--- src/hdl/sideband_pkg.sv ---
// Operation
// With the local interrupt controller off, pin zero is a maskable request and pin one a nonmaskable interrupt.
// Both local interrupt pins are accepted as asynchronous inputs whatever their current role.
// After reset the local interrupt controller is on, and only a software configuration input moves the pins to their legacy roles.
// The bus-lock output stays asserted from the start of the first locked transaction to the end of the last.
// A priority agent holding its bus request waits for bus-lock to be seen deasserted before taking the bus.
// While bus-lock is asserted the device keeps bus ownership for the whole locked operation.
// The overtemperature output asserts when the monitor reports the maximum safe temperature, also marking thermal control activation when enabled.
// The debug tool asserts probe request, and the device drives probe ready once it is ready for debug.
// Each local interrupt input passes through a two-stage synchroniser on the bus clock before use.
package sideband_pkg;

  localparam logic [1:0] sync_reset_val = 2'h0;
  localparam logic       ctrl_en_reset  = 1'h1;
  // cycles counted after a taken probe request; probe ready follows one cycle later
  localparam logic [3:0] probe_ack_cycles = 4'h4;

  typedef enum logic [2:0] {
    lk_idle   = 3'b001,
    lk_locked = 3'b010,
    lk_finish = 3'b100
  } lock_state_t;

  typedef struct packed {
    logic lapic_irq0;
    logic lapic_irq1;
    logic maskable_irq_req;
    logic nmi_req;
  } irq_out_t;

endpackage : sideband_pkg

--- src/hdl/cpu_sideband_lock_irq_logic.sv ---
`timescale 1ns/1ps
`default_nettype none
module cpu_sideband_lock_irq_logic (
  input  wire logic                  clk,
  input  wire logic                  rst,
  input  wire logic [1:0]            local_irq_pins,
  input  wire logic                  local_ctrl_disable,
  output sideband_pkg::irq_out_t     irq_out,
  input  wire logic                  lock_seq_start,
  input  wire logic                  lock_seq_last_done,
  input  wire logic                  priority_bus_req_n,
  output logic                       bus_lock_n,
  output logic                       bus_owner,
  input  wire logic                  temp_max_detect,
  input  wire logic                  thermal_ctrl_en,
  output logic                       overtemp_n,
  output logic                       thermal_ctrl_active,
  input  wire logic                  probe_request_n,
  input  wire logic                  debug_ready,
  output logic                       probe_ready_n
);
  logic [1:0]              irq_sync;
  logic                    ctrl_en_ff;
  sideband_pkg::irq_out_t  irq_ff;
  sideband_pkg::lock_state_t lock_ff;
  sideband_pkg::lock_state_t nxt_lock;
  logic                    lock_ff_out;
  logic                    owner_ff;
  logic                    hot_ff;
  logic                    tca_ff;
  logic                    probe_request_n_ff;
  logic [3:0]              probe_cnt_ff;
  logic                    probe_ready_n_ff;

  // async pins synchronised
  genvar gi;
  generate
    for (gi = 0; gi < 2; gi++) begin : g_sync
      sync2 u_sync (
        .clk (clk),
        .rst (rst),
        .d   (local_irq_pins[gi]),
        .q   (irq_sync[gi])
      );
    end
  endgenerate

  // enabled after reset
  always_ff @(posedge clk) begin
    if (rst) ctrl_en_ff <= sideband_pkg::ctrl_en_reset;
    else     ctrl_en_ff <= ~local_ctrl_disable;
  end

  // route by controller mode
  always_ff @(posedge clk) begin
    if (rst) begin
      irq_ff <= '0;
    end else begin
      irq_ff.lapic_irq0       <= ctrl_en_ff & irq_sync[0];
      irq_ff.lapic_irq1       <= ctrl_en_ff & irq_sync[1];
      irq_ff.maskable_irq_req <= ~ctrl_en_ff & irq_sync[0];
      irq_ff.nmi_req          <= ~ctrl_en_ff & irq_sync[1];
    end
  end
  assign irq_out = irq_ff;

  // lock sequence tracking
  always_comb begin
    nxt_lock = lock_ff;
    case (lock_ff)
      sideband_pkg::lk_idle:
        if (lock_seq_start) nxt_lock = sideband_pkg::lk_locked;
      sideband_pkg::lk_locked:
        if (lock_seq_last_done) nxt_lock = sideband_pkg::lk_finish;
      sideband_pkg::lk_finish:
        nxt_lock = sideband_pkg::lk_idle;
      default:
        nxt_lock = sideband_pkg::lk_idle;
    endcase
  end

  always_ff @(posedge clk) begin
    if (rst) lock_ff <= sideband_pkg::lk_idle;
    else     lock_ff <= nxt_lock;
  end

  // lock released one cycle after last completion, never mid-sequence
  always_ff @(posedge clk) begin
    if (rst) lock_ff_out <= 1'b0;
    else     lock_ff_out <= (nxt_lock == sideband_pkg::lk_locked);
  end
  assign bus_lock_n = ~lock_ff_out;

  // keep ownership while locked
  // priority agent yields to lock
  // same next-state term as the lock output, so ownership is already held
  // in the first cycle that bus-lock shows asserted
  always_ff @(posedge clk) begin
    if (rst) begin
      owner_ff <= 1'b1;
    end else if (nxt_lock == sideband_pkg::lk_locked) begin
      owner_ff <= 1'b1;
    end else begin
      owner_ff <= priority_bus_req_n;
    end
  end
  assign bus_owner = owner_ff;

  // overtemperature indication
  always_ff @(posedge clk) begin
    if (rst) begin
      hot_ff <= 1'b0;
      tca_ff <= 1'b0;
    end else begin
      hot_ff <= temp_max_detect;
      tca_ff <= temp_max_detect & thermal_ctrl_en;
    end
  end
  assign overtemp_n          = ~hot_ff;
  assign thermal_ctrl_active = tca_ff;

  // probe request to ready
  always_ff @(posedge clk) begin
    if (rst) begin
      probe_request_n_ff      <= 1'b0;
      probe_cnt_ff <= '0;
      probe_ready_n_ff      <= 1'b0;
    end else begin
      probe_request_n_ff <= ~probe_request_n;
      if (!probe_request_n_ff) begin
        probe_cnt_ff <= '0;
        probe_ready_n_ff      <= 1'b0;
      end else if (probe_cnt_ff != sideband_pkg::probe_ack_cycles) begin
        probe_cnt_ff <= probe_cnt_ff + 4'h1;
      end else begin
        probe_ready_n_ff <= debug_ready;
      end
    end
  end
  assign probe_ready_n = ~probe_ready_n_ff;

endmodule : cpu_sideband_lock_irq_logic
`default_nettype wire

--- src/hdl/sync2.sv ---
`timescale 1ns/1ps
`default_nettype none
module sync2 (
  input  wire logic clk,
  input  wire logic rst,
  input  wire logic d,
  output logic      q
);
  logic meta_ff;
  logic q_ff;

  // two flop sync
  always_ff @(posedge clk) begin
    if (rst) begin
      meta_ff <= 1'b0;
      q_ff    <= 1'b0;
    end else begin
      meta_ff <= d;
      q_ff    <= meta_ff;
    end
  end

  assign q = q_ff;
endmodule : sync2
`default_nettype wire
--- config.mk ---
export PLATFORM = sky130hd
export DESIGN_NAME = cpu_sideband_lock_irq_logic
export DESIGN_NICKNAME = d
export VERILOG_FILES = /design/src/hdl/sideband_pkg.sv /design/src/hdl/cpu_sideband_lock_irq_logic.sv /design/src/hdl/sync2.sv
export SDC_FILE = /design/constraint.sdc
export NUM_CORES = 1
export LEC_CHECK = 0
export ABC_AREA = 1
export BUFFER_PORTS_ARGS = -buffer_cell sky130_fd_sc_hd__buf_4
export CAP_MARGIN = 20
export CELL_PAD_IN_SITES_DETAIL_PLACEMENT = 0
export CELL_PAD_IN_SITES_GLOBAL_PLACEMENT = 1
export CORE_UTILIZATION = 24
export DETAILED_ROUTE_END_ITERATION = 6
export PLACE_DENSITY = 0.59
export SLEW_MARGIN = 0
export SYNTH_ARGS = -nofsm -noshare
export SYNTH_HDL_FRONTEND = slang
export SYNTH_SLANG_ARGS = --single-unit
--- constraint.sdc ---
create_clock -name clk -period 1.9 [get_ports clk]
set_input_delay 0.38 -clock clk [delete_from_list [all_inputs] [get_ports clk]]
set_output_delay 0.38 -clock clk [all_outputs]
set_load 0.005 [all_outputs]
### After elaboration in Yosys (flattened, before gate mapping)

Cells that the tools add are included.

| storage, ports and cells | value |
|---|---|
| bits in registers | 22 |
| input bits | 12 |
| output and inout port bits | 9 |
| word-level logic and storage cells | 39 |

| cells by class | value |
|---|---|
| add/sub/neg operators | 1 |
| equality and inequality tests | 4 |
| mux-type cells | 3 |
| bitwise logic cells | 12 |
| reductions and logical operators | 2 |

Operators by type and width:

| cell | count |
|---|---|
| $not 1->1 | 7 |
| $eq 3x2->1 const B | 2 |
| $mux 3 | 2 |
| $pmux 3 s2 | 1 |
| $and 1x1->1 | 5 |
| $add 4x1->4 const B | 1 |
| $ne 4x3->1 const B | 1 |
| $reduce_or 2->1 | 2 |
| $eq 3x1->1 const B | 1 |

### Logic depth before layout (Yosys ltp)

Gate-level depths: netlist of the first run.

| logic depth | value |
|---|---|
| depth in word-level cells | 4 |
| depth in mapped cells | 7 |
| mapped depth without buffers | 7 |

### By module

A second synthesis of the first run with hierarchy kept.

| second synthesis, totals | value |
|---|---|
| cells, all modules | 89 |
| area, all modules | 752.0 um2 |

By module, submodules not included:

| module | instances | cells an instance | area an instance (um2) | seq. area each (um2) |
|---|---|---|---|---|
| cpu_sideband_lock_irq_logic | 1 | 77 | 641.9 | 360.3 |
| sync2 | 2 | 6 | 55.1 | 40.0 |

### Least setup slack after synthesis of the first run

Ideal clock, no wire load.

| path | value |
|---|---|
| kind | register -> register |
| start point | register probe_cnt_ff[0] |
| end point | register probe_cnt_ff[2] |
| setup time | 0.115 ns |
| arrival time | 0.907 ns |
| required time | 1.785 ns |
| setup slack | 0.878 ns |
| stages on the path, launching flop included | 6 |
| buffers on the path | 0 |
| clock period less this slack | 1.022 ns |
| cell sequence | dfxtp_1 inv_1 ha_1 nand2_1 nor2_2 o21a_1 |

| on the way | value |
|---|---|
| cells in the longest elaborated chain, start to end | 1 |
| elaborated cells on any way between the ends | 2 |
| those cells by class | add/sub: 1; eq/ne: 1 |

Ends and longest elaborated chain:

| what | line | text |
|---|---|---|
| start: declaration | cpu_sideband_lock_irq_logic.sv:32 | `logic [3:0] probe_cnt_ff;` |
| start signal: assignment | cpu_sideband_lock_irq_logic.sv:134 | `probe_cnt_ff <= probe_cnt_ff + 4'h1;` |
| $add 4x1->4 or $ne 4x3->1 (tied branches) | cpu_sideband_lock_irq_logic.sv:134, cpu_sideband_lock_irq_logic.sv:133 |  |

Parallel ways exist; a longest one is shown, timed or not.
A chain may end at the register's enable or synchronous reset.

### Worst setup path after layout of the first run

| path | value |
|---|---|
| start point | register probe_ready_n_ff |
| end point | output probe_ready_n |

| on the way | value |
|---|---|
| cells in the longest elaborated chain, start to end | 1 |

Ends and longest elaborated chain:

| what | line | text |
|---|---|---|
| start: declaration | cpu_sideband_lock_irq_logic.sv:33 | `logic probe_ready_n_ff;` |
| start signal: assignment | cpu_sideband_lock_irq_logic.sv:136 | `probe_ready_n_ff <= debug_ready;` |
| $not 1->1 | cpu_sideband_lock_irq_logic.sv:140 | `assign probe_ready_n = ~probe_ready_n_ff;` |
| end: declaration | cpu_sideband_lock_irq_logic.sv:20 | `output logic probe_ready_n` |

No other way between the ends.

==> results.py, run 1 <==
metrics = {
    "cts": {
        "postCtsSetupRepairBufs": 0,
        "cts_num_sinks": 22,
        "cts_tree": "built",
        "clock_latency_ns": 0.30,
        "cts_buffers": 3,
        "cts-root-buf": "clkbuf_4",
        "htreeDepth": 1,
        "clkSlewWorstSetupHoldPaths_ns": 0.12,
        "clk_path_buf_depth": 2,
        "cts.repair.resized": 0,
        "cts_hold_buf": 0,
    },
    "final_layout": {
        "fin_util_pct": 33.0,
        "antenna_cells": 0,
        "area_growth_pct": 28.6,
        "nets": 136,
        "layout_common_cells": "inv_1, dfxtp_1, buf_4",
        "drive_above_1_share_pct": 22.3,
        "num-fill-cells": 346,
    },
    "floorplanning": {
        "design.die.area_um2": 3530,
        "start_util_pct": 25.7,
        "coreArea_um2": 3080,
        "die_y_um": 59.4,
        "dieWidth_um": 59.4,
        "ios": 21,
        "rows": 20,
    },
    "grt": {
        "grt_pass1_vias": 585,
        "grt_pass1_wl_mm": 2.20,
        "grt_antenna_before_repair": 0,
        "grt_usage_pct": 8.41,
        "overflow": 0,
        "grt_max_degree": 18,
    },
    "drt": {
        "wirelength_mm": 1.23,
        "dr_total_vias": 623,
        "drtIter0Drc": 11,
        "viasPerCell": 3.78,
        "wl_per_cell_um": 7.44,
        "postRouteAntennaNets": 0,
        "firstDrtPassIters": 4,
        "drc": 0,
    },
    "timing": {
        "tns_ns": 0,
        "finalHoldViolations": 0,
        "slew_headroom_pct": 85.6,
        "finalWorstSetupSlack_ns": 0.730,
        "grt_setup_unrepaired": "no",
        "min_period_ns": 1.17,
        "fin_crit_sh_pct": 61.6,
        "tightest_slew_ns": 0.216,
        "holdWs_ns": 0.216,
        "max_freq_mhz": 855,
        "finalClockSkew_ns": 0.00213,
        "final_max_slew_viol_count": 0,
        "setup-violations-final": 0,
    },
    "place": {
        "dp.final_hpwl_um": 938,
        "pre_cts_slack_ns": 0.818,
        "place_congestion": 0.698,
        "portBuffers": 20,
    },
    "power_and_ir_drop": {
        "intPower_mw": 0.627,
        "p_clk_share_pct": 31.4,
        "combPwrFrac_pct": 7.8,
        "leakagePower_nw": 0.488,
        "p_sw_mw": 0.169,
        "power_density_nw_per_um2": 783,
        "ir_worst_vdd_uv": 260,
        "p_seq_share_pct": 60.8,
        "sw_frac_of_total_pct": 21.2,
    },
    "critical_path": {
        "critPathMaxFanout": 2,
        "path_class": "reg2out",
        "worstPathRequired_ns": 1.52,
        "path_buf_inv": 2,
        "cp_top_family": "flip-flops",
        "cp_slowest_cell": "dfxtp_1",
        "cp.arrival_ns": 0.79,
        "path_cells": "inv_1, buf_4",
        "critical_path.max_stage_delay_ns": 0.33,
        "startpoint_type": "flop",
        "end_kind": "primary output",
    },
    "synth": {
        "synthDistinctLibCells": 14,
        "syn_inst": 99,
        "yosys_warnings": 0,
        "avgSynthCellArea_um2": 7.99,
        "synth_nets": 113,
        "ys_ff_latch": 22,
        "synth_area_um2": 791,
        "synth_seq_area_share_pct": 55.7,
    },
    "run": {
        "cap_violations": 0,
    },
    "outcome": {
        "status": "complete, no violations",
    },
    "min_path": {
        "hold_class": "in2reg",
    },
}
## area by class of cell
cell class | instances | area (µm²) | area share, %
clock buffers | 4 | 36.3 | 3.57
inverters | 22 | 82.6 | 8.12
multi-input cells | 53 | 253 | 24.8
flip-flops and latches | 22 | 440 | 43.3
well taps | 44 | 55.1 | 5.41
repair buffers | 20 | 150 | 14.8
## state kept, by name, summed over array words and instances, names as in the netlist
name                   flops
g_sync.u_sync.q            2
thermal_ctrl_active        1
probe_request_n_ff         1
g_sync.u_sync.meta_ff      2
probe_cnt_ff               4
hot_ff                     1
lock_ff                    3
lock_ff_out                1
ctrl_en_ff                 1
probe_ready_n_ff           1
irq_out                    4
bus_owner                  1
## power by group through the flow
stage	Combinational, mW	Clock, mW	Sequential, mW
final	0.0618	0.250	0.484
after floorplan	0.0332	0	0.494
after global routing	0.0708	0.289	0.486
after detailed placement	0.0632	0	0.495
after global placement	0.0621	0	0.495
after CTS	0.0633	0.265	0.485
## metal layers
layer  track usage [%]  part of all wire (%)  vias to the layer above
met5                 0                     0                        -
met4              5.10                  0.65                        0
met3              1.97                   4.8                        2
met2              14.6                    47                       14
met1              9.21                    47                      271
li1                  -                     -                      336
## through the flow
stage,instance area (µm²),instances,power (mW)
6_report,1020,165,0.796
5_1_grt,1020,165,0.846
4_1_cts,1020,165,0.813
3_5_place_dp,981,161,0.558
3_3_place_gp,981,161,0.557
2_1_floorplan,791,99,0.527
## cells in the mapped netlist (all sizes together)
library cell	number	share of area, %
buf	2	1.9
nand2	18	8.5
dfxtp	22	56
ha	2	3.2
nor3	5	3.2
nand4	1	0.79
nor2	19	10
nand3	4	3.2
inv	22	10
a21oi	3	1.9
o21a	1	0.95
## worst register-to-register path, stage by stage, from the launching register on
cell	delay, ns
dfxtp_1	0.39
inv_1	0.09
ha_1	0.23
nand2_1	0.09
nor2_2	0.05
o21a_1	0.18
## final timing paths
| check | to | slack (ns) | cells past startpoint | start |
|---|---|---|---|---|
| min reg2reg | g_sync[0].u_sync.q | 0.41 | 2 | g_sync[0].u_sync.meta_ff |
| max reg2reg | probe_cnt_ff[2] | 0.79 | 5 | probe_cnt_ff[0] |
| min | probe_request_n_ff | 0.22 | 2 | probe_request_n |
| max | probe_ready_n | 0.73 | 2 | probe_ready_n_ff |
## logic make-up after synthesis
logic type	synth area share [%]
adder cells (fa/ha/maj)	3.16
buffers and inverters	12.3
flip-flops	55.7
AO/OA/AOI/OAI	2.85
AND/OR/NAND/NOR	25.9
Note: power is estimated with default switching activity, not from simulation.
==> run 2: changes to the inputs <==
Settings changed: PLACE_DENSITY 0.59 to 0.61.
Clock period 1.9 ns to 0.95 ns, I/O delays scaled along.
==> run 2 against run 1 <==
Effect of this change:
- the flow now finishes with violations (setup timing)
- clock skew is 0.0037 ns higher
- critical path depth increased by 5
- final cell count grew 2.4%
- setup slack lost 0.76 ns
- sequential share of layout area fell by 3.6 points
- register-to-register slack got worse by 0.82 ns
- sequential power is 100% higher
- die area unchanged
- combinational power increased by 140%
- worst hold slack lost 0.18 ns
- first-iteration DRC count rose by 18%
- non-clock buffer count increased by 4
- critical path type is now reg2reg
==> results.py, run 2 (synthesized netlist as in run 1, its figures left out) <==
metrics = {
    "final_layout": {
        "antenna_cells": 0,
        "drive_above_1_share_pct": 35.2,
        "layout.cells.non_filler": 169,
        "layout_commonest_cell": "inv_1",
        "layout_common_cells": "inv_1, nor2_1, nand2_1, buf_4, dfxtp_1",
        "area_growth_pct": 43.0,
        "num-fill-cells": 317,
        "nets": 140,
    },
    "timing": {
        "fin_crit_sh_pct": 103,
        "tightest_slew_ns": 0.262,
        "grt_setup_unrepaired": "yes",
        "tns_ns": -0.0683,
        "min_period_ns": 0.979,
        "finalClockSkew_ns": 0.00583,
        "finalHoldViolations": 0,
        "setup-violations-final": 5,
        "max_freq_mhz": 1020,
        "slew_headroom_pct": 82.5,
        "finalWorstSetupSlack_ns": -0.0286,
        "final_max_slew_viol_count": 0,
    },
    "min_path": {
        "hold_path_end": "probe_request_n_ff",
        "hold_depth": 2,
        "hold_class": "in2reg",
        "hold_start": "probe_request_n",
    },
    "drt": {
        "postRouteAntennaNets": 0,
        "wirelength_mm": 1.30,
        "viasPerCell": 3.69,
        "drc": 0,
        "dr_total_vias": 624,
        "firstDrtPassIters": 4,
        "wl_per_cell_um": 7.67,
        "drtIter0Drc": 13,
    },
    "critical_path": {
        "startpoint_type": "flop",
        "cp.arrival_ns": 1.19,
        "critPathMaxFanout": 3,
        "cp_slowest_cell": "dfxtp_2",
        "reg2reg_depth": 7,
        "critical_path.max_stage_delay_ns": 0.36,
        "end_kind": "flop",
        "path_class": "reg2reg",
        "reg2reg_slack_ns": -0.03,
        "rr_startpoint": "probe_cnt_ff[0]",
        "path_cells": "inv_2, ha_4, nand2_2, nor2_4, nand2_1, nand2_1, nor2_1",
        "worstPathRequired_ns": 1.16,
        "path_common_cell": "nand2_1",
        "timing.rr.end": "probe_cnt_ff[0]",
    },
    "power_and_ir_drop": {
        "finalPower_mw": 1.82,
        "leakagePower_nw": 0.527,
        "power_density_nw_per_um2": 1610,
        "ir_worst_vdd_uv": 763,
    },
    "floorplanning": {
        "die_y_um": 59.4,
        "ios": 21,
        "design.die.area_um2": 3530,
        "rows": 20,
        "start_util_pct": 25.7,
        "coreArea_um2": 3080,
        "dieWidth_um": 59.4,
    },
    "cts": {
        "htreeDepth": 1,
        "cts_buffers": 3,
        "clk_path_buf_depth": 2,
        "cts-root-buf": "clkbuf_4",
        "clkSlewWorstSetupHoldPaths_ns": 0.12,
        "clock_latency_ns": 0.30,
        "cts_num_sinks": 22,
        "cts_tree": "built",
    },
    "place": {
        "place_congestion": 0.667,
        "portBuffers": 20,
        "dp.final_hpwl_um": 993,
        "pre_cts_slack_ns": -0.0423,
        "numPlacedInstances": 164,
    },
    "grt": {
        "grt_usage_pct": 8.93,
        "grt_pass1_wl_mm": 2.29,
        "grt_max_degree": 18,
        "grt_pass1_vias": 572,
        "grt_antenna_before_repair": 0,
        "overflow": 0,
    },
    "outcome": {
        "status": "finished with violations",
        "violations": "setup timing",
    },
    "run": {
        "cap_violations": 0,
    },
}
==> run 2: cell count changes in the layout (fill, tap and decap cells not counted), moves of 2 or more <==
cell     change
buf_6        +7
inv_1        -4
inv_2        +4
nand2_2      +2
buf_4        -4
dfxtp_1      -7
nand2_1      -2
dfxtp_2      +7
==> run 2: critical path: cells and delay by family, from the launching register on <==
family / cells / cell delay [ns]
adders and majority gates: 1 / 0.14
buffers and inverters: 1 / 0.07
DFF: 1 / 0.36
and+or+nand+nor: 5 / 0.33
==> run 2: final cells by class <==
type	instances	area (µm²)	area share (%)
Clock buffer	3	22.5	1.99
Clock inverter	1	30.0	2.65
Inverter	22	82.6	7.30
Multi-Input combinational cell	53	283	25.0
Sequential cell	22	449	39.7
Tap cell	44	55.1	4.87
Timing Repair Buffer	24	209	18.5
==> run 2: power by group <==
group / switching, mW / leakage, nW / total (mW) / internal [mW]
Combinational: 0.0638 / 0.316 / 0.146 / 0.0825
Sequential: 0.0142 / 0.183 / 0.971 / 0.957
Clock: 0.274 / 0.0279 / 0.700 / 0.426
==> run 2: stage by stage <==
step                      hold WS, ns  instance area [µm²]  util [%]
after floorplan                 0.259                  806         -
after global placement          0.356                 1020      33.1
after detailed placement        0.356                 1020      33.1
after CTS                      0.0151                 1100      35.8
after global routing          0.00460                 1130      36.7
final                          0.0351                 1130      36.7
==> run 2: worst max path at each step <==
| stage | cells past startpoint | slack [ns] | start | endpoint |
|---|---|---|---|---|
| floorplan | 7 | 0.004 | probe_cnt_ff[0] | probe_cnt_ff[0] |
| global placement | 7 | -0.02 | probe_cnt_ff[1] | probe_cnt_ff[0] |
| detailed placement | 7 | -0.04 | probe_cnt_ff[0] | probe_cnt_ff[0] |
| CTS | 7 | -0.03 | probe_cnt_ff[0] | probe_cnt_ff[0] |
| global route | 6 | -0.1 | probe_cnt_ff[0] | probe_cnt_ff[1] |
| finish | 7 | -0.03 | probe_cnt_ff[0] | probe_cnt_ff[0] |
==> run 2: timing repair <==
item                       4_1_cts  5_1_grt
hold buffers                     0        1
setup endpoints to repair        8       14
hold endpoints to repair         0        1
pin swaps                        3        2
buffers inserted                 0        0
gates resized for setup         11        7
==> run 2: routing by layer <==
metal  global-route usage [%]  vias up  share of wire [%]
met5                        0        -                  0
met3                     2.84        2                3.3
li1                         -      341                  -
met2                     14.8        9                 52
met1                     9.66      272                 44
met4                     6.12        0                1.1
==> run 3: changes to the inputs <==
Settings changed: PLACE_DENSITY 0.61 to 0.59, TNS_END_PERCENT set to 10.
Clock period 0.95 ns to 1 ns, I/O delays scaled along.
==> run 3 against run 2 <==
Effect of this change:
- routed wire length decreased by 1.1%
- clock power decreased by 4.7%
- first-iteration DRC count decreased by 31%
- flip-flop and latch count unchanged
- the run now ends clean
- clock skew decreased by 0.0041 ns
- final cell count increased by 0.59%
- critical path depth decreased by 5
- critical path type is now reg2out
- worst hold slack got worse by 0.0035 ns
- core utilization decreased by 0.77 points
- critical endpoint is now probe_ready_n
- non-clock buffer count increased by 1
- largest power group unchanged
- cell area decreased by 2.1%
==> results.py, run 3 (synthesized netlist as in run 1, its figures left out) <==
metrics = {
    "floorplanning": {
        "start_util_pct": 25.7,
        "design.die.area_um2": 3530,
        "ios": 21,
        "die_y_um": 59.4,
        "dieWidth_um": 59.4,
        "rows": 20,
        "coreArea_um2": 3080,
    },
    "timing": {
        "finalClockSkew_ns": 0.00174,
        "fin_crit_sh_pct": 97.5,
        "min_period_ns": 0.975,
        "final_max_slew_viol_count": 0,
        "setup-violations-final": 0,
        "finalHoldViolations": 0,
        "holdWs_ns": 0.0316,
        "slew_headroom_pct": 85.1,
        "grt_setup_unrepaired": "yes",
        "tightest_slew_ns": 0.224,
        "max_freq_mhz": 1030,
    },
    "cts": {
        "cts_buffers": 3,
        "htreeDepth": 1,
        "clkSlewWorstSetupHoldPaths_ns": 0.12,
        "cts-root-buf": "clkbuf_4",
        "cts_num_sinks": 22,
        "cts_tree": "built",
        "clock_latency_ns": 0.30,
        "clk_path_buf_depth": 2,
    },
    "min_path": {
        "hold_class": "in2reg",
        "hold_depth": 2,
        "hold_start": "probe_request_n",
        "hold_path_end": "probe_request_n_ff",
    },
    "power_and_ir_drop": {
        "leakagePower_nw": 0.529,
        "ir_worst_vdd_uv": 642,
        "power_density_nw_per_um2": 1550,
    },
    "drt": {
        "firstDrtPassIters": 4,
        "viasPerCell": 3.72,
        "wl_per_cell_um": 7.55,
        "dr_total_vias": 632,
        "postRouteAntennaNets": 0,
        "wirelength_mm": 1.28,
        "drtIter0Drc": 9,
        "drc": 0,
    },
    "grt": {
        "overflow": 0,
        "grt_usage_pct": 8.72,
        "grt_pass1_vias": 569,
        "grt_pass1_wl_mm": 2.21,
        "grt_antenna_before_repair": 0,
        "grt_max_degree": 18,
    },
    "final_layout": {
        "antenna_cells": 0,
        "layout.cells.non_filler": 170,
        "num-fill-cells": 324,
        "layout_common_cells": "buf_4, inv_1, dfxtp_1",
        "area_growth_pct": 40.0,
        "layout_commonest_cell": "buf_4",
        "fin_util_pct": 36.0,
        "nets": 141,
        "drive_above_1_share_pct": 33.3,
        "fin_area_um2": 1110,
    },
    "critical_path": {
        "startpoint_type": "flop",
        "timing.rr.end": "probe_cnt_ff[0]",
        "path_class": "reg2out",
        "worstPathRequired_ns": 0.80,
        "end_kind": "primary output",
        "reg2reg_slack_ns": 0.03,
        "rr_startpoint": "probe_cnt_ff[1]",
        "cp.arrival_ns": 0.78,
        "critPathMaxFanout": 2,
        "reg2reg_depth": 7,
    },
    "place": {
        "dp.final_hpwl_um": 904,
        "postPlaceCellArea_um2": 997,
        "portBuffers": 20,
        "place_congestion": 0.724,
        "numPlacedInstances": 163,
    },
    "outcome": {
        "status": "complete, no violations",
    },
    "run": {
        "cap_violations": 0,
    },
}
==> run 3: changes by cell type in the layout (fill, tap and decap cells not counted), moves of 3 or more <==
cell	delta
buf_4	+6
buf_6	-4
dfxtp_2	-3
dfxtp_1	+3
==> run 3: repair_timing <==
item / 4_1_cts / 5_1_grt
setup buffers: 3 / 0
hold buffers: 0 / 0
hold endpoints to repair: 0 / 0
setup endpoints to repair: 8 / 9
gates resized for setup: 11 / 3
cloned: 0 / 0
pin swaps: 3 / 1
==> run 3: layout make-up <==
type | instances | area, µm² | area share [%]
clock buffers | 3 | 22.5 | 2.03
multi-input cells | 53 | 273 | 24.6
repair buffers | 25 | 199 | 18.0
clock inverters | 1 | 30.0 | 2.71
inverters | 22 | 82.6 | 7.46
well taps | 44 | 55.1 | 4.97
flip-flops and latches | 22 | 445 | 40.2
==> run 3: worst max-delay path, stage by stage (launching register included) <==
cell and delay, ns:
dfxtp_2 0.34, inv_2 0.03, buf_6 0.10
==> run 3: layer usage <==
layer,global-route usage (%),routed length [µm],vias to the layer above
li1,-,-,346
met1,8.90,515,271
met2,15.1,687,13
met3,3.93,67,2
met4,4.08,12,0
met5,0,0,-
==> run 3: through the flow <==
| stage | TNS (ns) | worst slack, ns | power, mW |
|---|---|---|---|
| final | 0 | 0.0246 | 1.72 |
| after global routing | -0.233 | -0.0452 | 1.81 |
| after CTS | 0 | 0.000204 | 1.76 |
| after detailed placement | -0.0811 | -0.0514 | 1.06 |
| after global placement | -0.0315 | -0.0221 | 1.06 |
| after floorplan | 0 | 0.00348 | 1.00 |
==> run 3: how the worst max path moves through the flow <==
stage | from | end | slack [ns] | cells past startpoint
after global placement | probe_cnt_ff[1] | probe_cnt_ff[2] | -0.02 | 5
after floorplan | probe_cnt_ff[1] | probe_cnt_ff[2] | 0.003 | 5
after detailed placement | probe_cnt_ff[1] | probe_cnt_ff[2] | -0.05 | 5
final | probe_ready_n_ff | probe_ready_n | 0.02 | 2
after CTS | lock_ff_out | bus_lock_n | 0.0002 | 2
after global routing | probe_cnt_ff[0] | probe_cnt_ff[0] | -0.05 | 7
==> run 3: power by group <==
group,switching (mW),leakage (nW),internal [mW]
registers,0.0124,0.182,0.909
clock network,0.262,0.0279,0.405
logic,0.0588,0.319,0.0737
total,0.333,0.529,1.39
